<file path="src/rtl/smw_consts.vh">
// Functional notes
// - host reset loads control byte with 0x00; the third clock after release loads 0x00 or 0x09 chosen by boot strap.
// - control bit 0 set claims lpc memory cycles in bios lpc space.
// - both bios enable bits are set to 1 by the strap load in bios strap mode, else 0.
// - after reset in bios strap mode, bios enables follow the detected host boot protocol.
// - control bit 1 adds extended legacy bios range; resets to 0.
// - control bit 2 claims lpc memory cycles in user window; resets to 0.
// - control bit 3 claims hub transactions to bios hub space.
// - control bits 7-4 hold the hub select nibble matched against transaction id.
// - base high byte is compared with address bits 31-24.
// - base low byte gives base bits 23-16; bits 15-0 are zero.
// - both base bytes are read/write and reset to 0x00.
// - first bios read after the strap load and not in a config write cycle picks protocol and clears the other enable, once only.
// - lpc bios space is f0000-fffff, top 2m, and e0000-effff if extended.
// - hub accesses decode the id field only; no address bits are compared.
// - window size is 2^(size+16) bytes for size up to 5; 0 gives 64k, 5 and above give 2m.
`ifndef SMW_CONSTS_VH
`define SMW_CONSTS_VH
`define SMW_IDX_CTRL 8'hf4
`define SMW_IDX_BASE_HI 8'hf5
`define SMW_IDX_BASE_LO 8'hf6
`define SMW_IDX_SIZE 8'hf7
`define SMW_CTRL_RST_OFF 8'h00
`define SMW_CTRL_RST_BOOT 8'h09
`define SMW_BASE_RST 8'h00
`define SMW_SIZE_RST 8'h00
`define SMW_BIT_LPC_EN 0
`define SMW_BIT_EXT_EN 1
`define SMW_BIT_USER_EN 2
`define SMW_BIT_HUB_EN 3
`define SMW_SIZE_MAX 4'h5
`define SMW_LEG_F_PAGE 16'h000f
`define SMW_LEG_E_PAGE 16'h000e
`define SMW_TOP_2M 11'h7ff
`endif

</file>
<file path="src/rtl/smw_decode.v">
`timescale 1ns/1ns
`include "smw_consts.vh"
module smw_decode (
  input wire i_ref_clk,
  input wire i_rst_b,
  input wire i_ce,
  input wire i_boot_map_strap,
  input wire i_cfg_wr,
  input wire [7:0] i_cfg_idx,
  input wire [7:0] i_cfg_wdata,
  output reg [7:0] o_cfg_rdata,
  input wire i_txn_start,
  input wire i_txn_hub,
  input wire [31:0] i_txn_addr,
  input wire [3:0] i_txn_id,
  input wire i_read_done,
  input wire i_read_hub,
  input wire i_read_bios,
  output reg o_claim,
  output reg o_claim_valid,
  output reg [7:0] o_ctrl
);
  reg strap_q;
  reg strap_taken;
  reg [1:0] strap_wait;
  reg detect_done;
  reg [7:0] ctrl;
  reg [7:0] base_hi;
  reg [7:0] base_lo;
  reg [3:0] size_sel;
  reg next_claim;
  reg [15:0] win_mask;

  smw_sync u_strap_sync (
    .i_ref_clk(i_ref_clk),
    .i_rst_b(i_rst_b),
    .i_ce(i_ce),
    .i_d(i_boot_map_strap),
    .o_q(strap_q)
  );

  // mask of address bits 31-16 that take part in the window compare
  function [15:0] size_mask;
    input [3:0] sz;
    begin
      size_mask = 16'hffff << sz;
    end
  endfunction

  function lpc_bios_hit;
    input [31:0] a;
    input ext_en;
    begin
      lpc_bios_hit = (a[31:16] == `SMW_LEG_F_PAGE) ||
        (ext_en && (a[31:16] == `SMW_LEG_E_PAGE)) ||
        (a[31:21] == `SMW_TOP_2M);
    end
  endfunction

  always @* begin
    win_mask = size_mask((size_sel > `SMW_SIZE_MAX) ? `SMW_SIZE_MAX : size_sel);
    next_claim = 1'b0;
    if (i_txn_hub) begin
      // hub cycles carry only 21 address bits plus id; no address bits are looked at, only the id
      if (ctrl[`SMW_BIT_HUB_EN] && (i_txn_id == ctrl[7:4]))
        next_claim = 1'b1;
    end else begin
      if (ctrl[`SMW_BIT_LPC_EN] && lpc_bios_hit(i_txn_addr, ctrl[`SMW_BIT_EXT_EN]))
        next_claim = 1'b1;
      if (ctrl[`SMW_BIT_USER_EN] &&
          ((i_txn_addr[31:16] & win_mask) == ({base_hi, base_lo} & win_mask)))
        next_claim = 1'b1;
    end
  end

  // claim is sampled at transaction start so mid-cycle writes wait for the next one
  always @(posedge i_ref_clk or negedge i_rst_b) begin
    if (!i_rst_b) begin
      o_claim <= 1'b0;
      o_claim_valid <= 1'b0;
    end else if (i_ce) begin
      o_claim_valid <= i_txn_start;
      if (i_txn_start)
        o_claim <= next_claim;
    end
  end

  always @(posedge i_ref_clk or negedge i_rst_b) begin
    if (!i_rst_b) begin
      ctrl <= `SMW_CTRL_RST_OFF;
      base_hi <= `SMW_BASE_RST;
      base_lo <= `SMW_BASE_RST;
      size_sel <= 4'h0;
      strap_taken <= 1'b0;
      strap_wait <= 2'h0;
      detect_done <= 1'b0;
    end else if (i_ce) begin
      if (strap_wait != 2'h2) begin
        // synchroniser sits in reset too, so wait until it carries the pin level
        strap_wait <= strap_wait + 2'h1;
      end else if (!strap_taken) begin
        strap_taken <= 1'b1;
        ctrl <= strap_q ? `SMW_CTRL_RST_BOOT : `SMW_CTRL_RST_OFF;
      end else if (i_cfg_wr) begin
        case (i_cfg_idx)
          `SMW_IDX_CTRL: ctrl <= i_cfg_wdata;
          `SMW_IDX_BASE_HI: base_hi <= i_cfg_wdata;
          `SMW_IDX_BASE_LO: base_lo <= i_cfg_wdata;
          `SMW_IDX_SIZE: size_sel <= i_cfg_wdata[3:0];
          default: ctrl <= ctrl;
        endcase
      end else if (i_read_done && i_read_bios && !detect_done) begin
        detect_done <= 1'b1;
        if (i_read_hub)
          ctrl[`SMW_BIT_LPC_EN] <= 1'b0;
        else
          ctrl[`SMW_BIT_HUB_EN] <= 1'b0;
      end
    end
  end

  always @(posedge i_ref_clk or negedge i_rst_b) begin
    if (!i_rst_b) begin
      o_cfg_rdata <= 8'h00;
      o_ctrl <= 8'h00;
    end else if (i_ce) begin
      o_ctrl <= ctrl;
      case (i_cfg_idx)
        `SMW_IDX_CTRL: o_cfg_rdata <= ctrl;
        `SMW_IDX_BASE_HI: o_cfg_rdata <= base_hi;
        `SMW_IDX_BASE_LO: o_cfg_rdata <= base_lo;
        `SMW_IDX_SIZE: o_cfg_rdata <= {4'h0, size_sel};
        default: o_cfg_rdata <= 8'h00;
      endcase
    end
  end
endmodule

</file>
<file path="src/rtl/smw_sync.v">
`timescale 1ns/1ns
module smw_sync (
  input wire i_ref_clk,
  input wire i_rst_b,
  input wire i_ce,
  input wire i_d,
  output reg o_q
);
  reg stage1;
  always @(posedge i_ref_clk or negedge i_rst_b) begin
    if (!i_rst_b) begin
      stage1 <= 1'b0;
      o_q <= 1'b0;
    end else if (i_ce) begin
      stage1 <= i_d;
      o_q <= stage1;
    end
  end
endmodule
</file>
<file path="config.mk">
export PLATFORM = sky130hd
export DESIGN_NAME = smw_decode
export DESIGN_NICKNAME = d
export VERILOG_FILES = /design/src/rtl/smw_decode.v /design/src/rtl/smw_sync.v
export VERILOG_INCLUDE_DIRS = /design/src /design/src/rtl
export SDC_FILE = /design/constraint.sdc
export NUM_CORES = 1
export LEC_CHECK = 0
export BUFFER_PORTS_ARGS = -buffer_cell sky130_fd_sc_hd__buf_2
export CAP_MARGIN = 15
export CORE_UTILIZATION = 52
export DETAILED_ROUTE_END_ITERATION = 8
export GPL_TIMING_DRIVEN = 0
export PLACE_DENSITY_LB_ADDON = 0.25
export SLEW_MARGIN = 15
export SYNTH_ARGS = -nofsm -noshare
export SYNTH_HDL_FRONTEND = slang
export SYNTH_SLANG_ARGS = --single-unit
</file>
<file path="constraint.sdc">
create_clock -name i_ref_clk -period 2.1 [get_ports i_ref_clk]
set_input_delay 0 -clock i_ref_clk [delete_from_list [all_inputs] [get_ports i_ref_clk]]
set_output_delay 0 -clock i_ref_clk [all_outputs]
set_load 0.02 [all_outputs]
</file>
==> results_dict.tcl, run 1 <==
set metrics [dict create \
    run_status "finished clean" \
    seq_area_um2 1300 \
    clock-sinks 52 \
    period_needed_ns 1.82 \
    synthCells 227 \
    clk_latency_ns 0.30 \
    peakVddDrop_mv 0.355 \
    hold_path_class "in -> reg" \
    drtIter0Drc 86 \
    worst_setup_path_start_kind "flip-flop" \
    cap_violations 0 \
    grt-ovfl-total 0 \
    crit_chain "inv_1 -> ha_1 -> nand2_4 -> inv_1 -> a41o_1 -> dlygate4sd3_1" \
    pre_cts_ws_ns 0.397 \
    worstHoldPathCells 3 \
    clockBufferDepth 2 \
    intPower_uw 1560 \
    place_inst 359 \
    grt_max_degree 53 \
    syn_nets 290 \
    switching_share_pct 29.0 \
    rows 26 \
    antenna_left 0 \
    drt-vias-per-instance 5.47 \
    p_seq_share_pct 52.9 \
    grt_pass1_wl_um 10200 \
    synthFlopType "dfrtp_1" \
    synth_area_um2 2760 \
    antenna_found_initial 0 \
    synthArstFlopShare_pct 100 \
    end_kind "flip-flop" \
    max_freq_ghz 0.549 \
    drcViolationCount 0 \
    slew_headroom_pct 55.7 \
    cp_common_cell "inv_1" \
    pwr_density_cell_nw_per_um2 653 \
    cts_setup_buffers 0 \
    fin_nets 370 \
    r2r_cells 6 \
    dp_hpwl_um 4580 \
    die_area_um2 5610 \
    yosysMostFrequentCell "dfrtp_1" \
    clkPwrFrac_pct 27.1 \
    grtUsageTotal_pct 24.8 \
    synth_top_area_share_pct 47.1 \
    fin_tns_setup_ns 0 \
    yosys_register_bits 52 \
    die_h_um 74.9 \
    cts_buffers 5 \
    die_w_um 74.9 \
    switching_power_uw 638 \
    critPathRequiredTime_ns 2.29 \
    worst_slack_ns 0.279 \
    total_power_uw 2200 \
    port_buffers 62 \
    ys_seq_area_share_pct 47.1 \
    root_buffer "clkbuf_8" \
    synth_area_per_cell_um2 12.2 \
    h-tree-depth 2 \
    nFillCells 426 \
    rsz0062_at_grt "no" \
    synth_cell_types 47 \
    worstMarginPinSlew_ns 0.665 \
    finalCritPeriodShare_pct 86.7 \
    clk_pin_slew_ns 0.09 \
    critPathMaxFanout 8 \
    cpMaxStageDelayCell "dlygate4sd3_1" \
    ios 80 \
    multiInputGateArea_um2 1350 \
    layoutNonFillerInstCount 378 \
    yosysTopAreaCell "dfrtp_1" \
    ys_top_cells_by_area "dfrtp_1, mux2_2, mux2_4" \
    core_um2 5110 \
    place_congestion 0.912 \
    antenna_cells 0 \
    drive_above_1_share_pct 39.3 \
    yosys_warnings 0 \
    vias 2068 \
    cts_tree "yes" \
    arrival_ns 2.01 \
    cp_slowest_stage_delay_ns 0.55 \
    ys_top_cells_by_count "dfrtp_1, mux2_2, inv_1, xnor2_1" \
    avgRoutedWirePerCell_um 16.3 \
    firstDrtPassIters 6 \
    pwr-share-comb_pct 19.9 \
    synth_edf_count 0 \
    whs_ns 0.00690 \
    setup_viol 0 \
    hold_violations 0 \
    critical_path_class "reg -> reg" \
    syn_to_final_growth_pct 22.0 \
    drv_slew 0 \
    leakage_uw 0.00158 \
    initial_core_util_pct 54.1 \
    routed_wl_um 6150 \
    grt_pass1_vias 2134 \
    r2r_setup_slack_ns 0.28 \
    skew_ns 0.00548 \
]
registers in the layout, indices dropped and copies added, names as in the netlist:
signal	count
strap_taken	1
base_hi	8
base_lo	8
u_strap_sync.o_q	1
size_sel	4
o_claim_valid	1
u_strap_sync.stage1	1
o_claim	1
o_cfg_rdata	8
ctrl	8
detect_done	1
o_ctrl	8
strap_wait	2
what timing repair did:
item	in CTS	in global routing
endpoints found under the setup margin	0	0
hold buffers	11	0
gates resized for setup	0	0
endpoints found under the hold margin	72	0
cells by family after synthesis:
kind of cell | Yosys count | synth area share [%]
compound gates | 39 | 10.3
xor+xnor | 21 | 6.66
fa+ha+maj | 1 | 0.453
buf+inv | 22 | 3.99
flops | 52 | 47.1
mux | 38 | 18.2
simple gates | 54 | 13.3
layout make-up:
type | instances | area share (%)
Multi-Input combinational cell | 153 | 40.1
Clock inverter | 2 | 0.446
Inverter | 15 | 1.67
Tap cell | 70 | 2.60
Sequential cell | 52 | 38.6
Clock buffer | 6 | 2.45
Timing Repair Buffer | 73 | 12.6
Buffer | 7 | 1.60
cells in the final DEF (no fill, tap or decap), types with 2 or more instances in the layout:
cell type      instances
nor4_1                 2
o21ai_0                5
nand3_1                5
mux2i_1                4
a41oi_1                2
nand2_1                9
buf_6                  2
clkbuf_8               7
nor3_1                 2
or3_1                  2
inv_1                 15
mux2_2                21
mux2_4                 9
xnor2_1               15
dlygate4sd3_1         11
nand2b_1               4
nand4_1                7
buf_2                 63
xor2_1                 6
a21oi_1                8
a22o_1                 9
clkinvlp_4             2
o22ai_1                8
nor2_1                 9
dfrtp_1               52
mux4_2                 4
nor2_8                 2
through the flow:
step	util [%]	area, um2
after CTS	65.9	3370
after detailed placement	61.9	3160
final	66.0	3370
after global placement	61.9	3160
after floorplan	-	2760
after global routing	66.0	3370
power groups by stage:
stage | Combinational [uW] | Clock [uW] | Sequential (uW)
after detailed placement | 413 | 0 | 1180
final | 439 | 597 | 1170
after global routing | 490 | 649 | 1170
after CTS | 442 | 616 | 1160
after global placement | 403 | 0 | 1180
after floorplan | 236 | 0 | 1180
per-layer routing:
layer | track usage [%] | wire [um]
met1 | 32.6 | 2820
met2 | 43.2 | 2980
met3 | 4.15 | 304
met4 | 5.66 | 44
met5 | 0 | 0
critical path: cells and delay by family, from the launching register on:
family / cells / cell delay, ns
buffers and inverters: 3 / 0.70
DFF: 1 / 0.38
and+or+nand+nor: 1 / 0.16
AOI/OAI and AO/OA: 1 / 0.23
adders and majority gates: 1 / 0.22
worst paths after layout:
path / startpoint / endpoint
min: i_read_hub / ctrl[3]$_DFFE_PN0P_
min in group asynchronous: i_rst_b / o_cfg_rdata[5]$_DFFE_PN0P_
max reg2reg: strap_wait[0]$_DFFE_PN0P_ / detect_done$_DFFE_PN0P_
min reg2reg: strap_wait[0]$_DFFE_PN0P_ / strap_wait[0]$_DFFE_PN0P_
max: strap_wait[0]$_DFFE_PN0P_ / detect_done$_DFFE_PN0P_
max in group asynchronous: i_rst_b / base_lo[5]$_DFFE_PN0P_
Power figures use the tool's default switching activity.
==> run 2: changes to the inputs <==
--- a/config.mk
+++ b/config.mk
@@ -6,10 +6,10 @@
 export SDC_FILE = /design/constraint.sdc
 export NUM_CORES = 1
 export LEC_CHECK = 0
-export BUFFER_PORTS_ARGS = -buffer_cell sky130_fd_sc_hd__buf_2
 export CAP_MARGIN = 15
-export CORE_UTILIZATION = 52
+export CORE_UTILIZATION = 55
 export DETAILED_ROUTE_END_ITERATION = 8
+export DONT_BUFFER_PORTS = 1
 export GPL_TIMING_DRIVEN = 0
 export PLACE_DENSITY_LB_ADDON = 0.25
 export SLEW_MARGIN = 15
==> results_dict.tcl, run 2 (synthesis gave the netlist of run 1 again) <==
set metrics [dict create \
    drtIter0Drc 107 \
    slew_headroom_pct 64.9 \
    antenna_cells 0 \
    worst_setup_path_start_kind "flip-flop" \
    fin_tns_setup_ns 0 \
    total_power_uw 2240 \
    die_h_um 72.9 \
    worstPathBufferInverterCount 1 \
    antenna_found_initial 0 \
    worst_slack_ns 0.228 \
    place_congestion 0.860 \
    fin_nets 316 \
    final_util_pct 66.1 \
    most-common-layout-cells "dfrtp_1, mux2_2, dlygate4sd3_1" \
    arrival_ns 2.12 \
    critPathRequiredTime_ns 2.35 \
    end_kind "flip-flop" \
    max_freq_ghz 0.534 \
    clockBufferDepth 2 \
    final_common_cell "dfrtp_1" \
    pwr_density_cell_nw_per_um2 708 \
    dp_hpwl_um 4400 \
    firstDrtPassIters 4 \
    cts_buffers 5 \
    rsz0062_at_grt "no" \
    syn_to_final_growth_pct 14.6 \
    cts_resized 0 \
    clk_latency_ns 0.31 \
    peakVddDrop_mv 0.412 \
    grtUsageTotal_pct 25.3 \
    critical_path_class "reg -> reg" \
    setup_viol 0 \
    critPathMaxFanout 4 \
    finalCritPeriodShare_pct 89.2 \
    leakage_uw 0.00137 \
    cp_slowest_stage_delay_ns 0.56 \
    port_buffers 0 \
    avgRoutedWirePerCell_um 18.7 \
    die_w_um 72.9 \
    cap_violations 0 \
    core_um2 4790 \
    skew_ns 0.00586 \
    hold_violations 0 \
    vias 1868 \
    rows 25 \
    drt-vias-per-instance 5.82 \
    drive_above_1_share_pct 23.6 \
    h-tree-depth 2 \
    grt_pass1_wl_um 9800 \
    worstMarginPinSlew_ns 0.526 \
    pre_cts_ws_ns 0.398 \
    initial_core_util_pct 57.7 \
    hold_path_class "in -> reg" \
    die_area_um2 5310 \
    root_buffer "clkbuf_8" \
    grt_pass1_vias 1949 \
    clk_pin_slew_ns 0.10 \
    ios 80 \
    antenna_left 0 \
    clock-sinks 52 \
    routed_wl_um 6020 \
    cpMaxStageDelayCell "dlygate4sd3_1" \
    grt-ovfl-total 0 \
    cts_tree "yes" \
    drcViolationCount 0 \
    crit_chain "or3_1 -> a31oi_4 -> a21oi_1 -> a41oi_1 -> dlygate4sd3_1" \
    nFillCells 365 \
    path_delay_family "buffers and inverters" \
    run_status "finished clean" \
    grt_max_degree 53 \
    drv_slew 0 \
    period_needed_ns 1.87 \
]
==> run 2: final timing paths <==
kind	from	endpoint	slack [ns]	cells after the start
min in group asynchronous	i_rst_b	o_cfg_rdata[6]$_DFFE_PN0P_	0.21	2
hold reg to reg	strap_wait[0]$_DFFE_PN0P_	strap_wait[0]$_DFFE_PN0P_	0.48	1
max in group asynchronous	i_rst_b	o_ctrl[0]$_DFFE_PN0P_	1.67	2
hold / removal	i_txn_start	o_claim$_DFFE_PN0P_	0.05	4
setup / recovery	detect_done$_DFFE_PN0P_	ctrl[0]$_DFFE_PN0P_	0.23	5
setup reg to reg	detect_done$_DFFE_PN0P_	ctrl[0]$_DFFE_PN0P_	0.23	5
==> run 2: layout make-up <==
cell class | count | area, um2 | share of cell area (%)
repair buffers | 19 | 208 | 6.56
plain buffers | 7 | 53.8 | 1.70
multi-input cells | 153 | 1350 | 42.7
clock inverters | 3 | 42.5 | 1.34
well taps | 67 | 83.8 | 2.65
clock buffers | 5 | 68.8 | 2.17
inverters | 15 | 56.3 | 1.78
flip-flops and latches | 52 | 1300 | 41.1
==> run 2: routing by layer <==
layer | global-route usage, % | vias to the layer above | routed length, um
met1 | 33.5 | 910 | 2570
met3 | 6.49 | 8 | 430
met2 | 40.9 | 69 | 2930
met5 | 0 | - | 0
met4 | 8.28 | 0 | 87
li1 | - | 881 | -
==> run 2: through the flow <==
step,hold WS (ns),cell area (um2),cells
after global placement,-0.294,2850,294
after detailed placement,-0.294,2850,294
after global routing,0.0759,3160,321
after floorplan,-0.296,2760,227
final,0.0464,3160,321
after CTS,0.0332,3160,321
==> run 2: timing repair <==
| action | CTS | global route |
|---|---|---|
| buffers inserted | 0 | 0 |
| hold buffers | 19 | 0 |
| endpoints found under the hold margin | 84 | 0 |
| endpoints found under the setup margin | 0 | 0 |
==> run 2: worst register-to-register path: cells and delay by family, from the launching register on <==
kind,cells,cell delay (ns)
buffers and inverters,1,0.56
flip-flops,1,0.38
AND/OR/NAND/NOR,1,0.39
AO/OA/AOI/OAI,3,0.48
==> run 2: where the power goes <==
| group | switching [uW] | internal (uW) |
|---|---|---|
| Clock | 336 | 353 |
| Combinational | 166 | 192 |
| Sequential | 107 | 1090 |
| Total | 609 | 1630 |
==> run 3: changes to the inputs <==
--- a/config.mk
+++ b/config.mk
@@ -12,6 +12,7 @@
 export DONT_BUFFER_PORTS = 1
 export GPL_TIMING_DRIVEN = 0
 export PLACE_DENSITY_LB_ADDON = 0.25
+export SETUP_SLACK_MARGIN = 0.3
 export SLEW_MARGIN = 15
 export SYNTH_ARGS = -nofsm -noshare
 export SYNTH_HDL_FRONTEND = slang
==> results_dict.tcl, run 3 (synthesis gave the netlist of run 1 again) <==
set metrics [dict create \
    run_status "finished clean" \
    vias 1914 \
    place_congestion 0.860 \
    setup_viol 0 \
    rows 25 \
    core_um2 4790 \
    pwr_density_cell_nw_per_um2 703 \
    critical_path_class "reg -> reg" \
    die_h_um 72.9 \
    firstDrtPassIters 4 \
    most-common-layout-cells "dfrtp_1, mux2_2, dlygate4sd3_1" \
    final_common_cell "dfrtp_1" \
    slew_headroom_pct 64.5 \
    min_to "o_claim$_DFFE_PN0P_" \
    syn_to_final_growth_pct 15.1 \
    rsz0062_at_grt "no" \
    max_freq_ghz 0.594 \
    drive_above_1_share_pct 25.0 \
    critPathMaxFanout 8 \
    cap_violations 0 \
    r2r_end "base_lo[5]$_DFFE_PN0P_" \
    antenna_found_initial 0 \
    drcViolationCount 0 \
    worst_setup_path_start_kind "flip-flop" \
    dp_hpwl_um 4400 \
    die_area_um2 5310 \
    antenna_cells 0 \
    skew_ns 0.00617 \
    grt_pass1_vias 1930 \
    worstMarginPinSlew_ns 0.532 \
    grtUsageTotal_pct 25.1 \
    drt-vias-per-instance 5.93 \
    ios 80 \
    final_util_pct 66.4 \
    clk_pin_slew_ns 0.09 \
    die_w_um 72.9 \
    arrival_ns 1.88 \
    cts_buffers 5 \
    avgRoutedWirePerCell_um 18.7 \
    h-tree-depth 2 \
    antenna_left 0 \
    finalCritPeriodShare_pct 80.1 \
    drv_slew 0 \
    critPathRequiredTime_ns 2.30 \
    root_buffer "clkbuf_8" \
    pre_cts_ws_ns 0.398 \
    worstHoldPathCells 5 \
    leakage_uw 0.00138 \
    fin_nets 318 \
    grt-ovfl-total 0 \
    hold_start "i_txn_addr[22]" \
    fin_tns_setup_ns 0 \
    clockBufferDepth 2 \
    hold_violations 0 \
    drtIter0Drc 92 \
    grt_pass1_wl_um 9700 \
    r2r_setup_slack_ns 0.42 \
    total_power_uw 2240 \
    hold_path_class "in -> reg" \
    peakVddDrop_mv 0.427 \
    worst_slack_ns 0.417 \
    r2r_cells 7 \
    end_kind "flip-flop" \
    cts_tree "yes" \
    clock-sinks 52 \
    initial_core_util_pct 57.7 \
    port_buffers 0 \
    routed_wl_um 6030 \
    clk_latency_ns 0.31 \
    period_needed_ns 1.68 \
    grt_max_degree 53 \
    worstReg2RegStart "strap_wait[0]$_DFFE_PN0P_" \
]
[run 3: cell count changes in the layout (fill, tap and decap cells not counted), sizes merged]
cell         delta
buf             +3
dlygate4sd3     -1
[run 3: worst max-delay path by stage]
stage,startpoint,end,slack [ns],cells past startpoint
after floorplan,strap_wait[0]$_DFFE_PN0P_,base_lo[0]$_DFFE_PN0P_,0.51,7
final,strap_wait[0]$_DFFE_PN0P_,base_lo[5]$_DFFE_PN0P_,0.42,7
after global placement,strap_wait[0]$_DFFE_PN0P_,base_lo[7]$_DFFE_PN0P_,0.42,7
after global routing,strap_wait[0]$_DFFE_PN0P_,base_lo[1]$_DFFE_PN0P_,0.29,7
after detailed placement,strap_wait[0]$_DFFE_PN0P_,base_lo[5]$_DFFE_PN0P_,0.40,7
after CTS,strap_wait[0]$_DFFE_PN0P_,base_lo[5]$_DFFE_PN0P_,0.37,7
[run 3: per-layer routing]
| metal | GRT usage (%) | part of all wire, % |
|---|---|---|
| met1 | 33.0 | 42 |
| met2 | 40.7 | 49 |
| met3 | 6.49 | 7.2 |
| met4 | 8.28 | 1.5 |
| met5 | 0 | 0 |
[run 3: layout make-up]
cell class | instances | area (um2)
Fill cell | 369 | 1610
Multi-Input combinational cell | 153 | 1350
Sequential cell | 52 | 1300
Timing Repair Buffer | 21 | 220
Tap cell | 67 | 83.8
Clock buffer | 5 | 68.8
Inverter | 15 | 56.3
Buffer | 7 | 53.8
Clock inverter | 3 | 42.5
[run 3: through the flow]
| stage | cells | area [um2] | hold slack [ns] |
|---|---|---|---|
| 5_1_grt | 323 | 3180 | 0.0366 |
| 6_report | 323 | 3180 | 0.0291 |
| 3_3_place_gp | 294 | 2850 | -0.294 |
| 4_1_cts | 320 | 3150 | 0.0238 |
| 2_1_floorplan | 227 | 2760 | -0.296 |
| 3_5_place_dp | 294 | 2850 | -0.294 |
[run 3: report_power, final]
group          switching [uW]  leakage [uW]  total (uW)  internal, uW
Combinational             171      0.000657         359           189
Clock                     332     0.0000541         684           353
Sequential                106      0.000670        1190          1090
[run 3: critical path, stage by stage, from the launching register on]
cell	delay, ns
dfrtp_1	0.41
inv_1	0.07
ha_2	0.20
nand2_4	0.10
nor2_8	0.15
and3_1	0.18
buf_6	0.15
mux2_2	0.34
[run 3: repair_timing]
item | CTS | global route
hold endpoints to repair | 84 | 0
gates resized for setup | 0 | 1
buffers inserted | 0 | 3
hold buffers | 18 | 0
setup endpoints to repair | 0 | 6
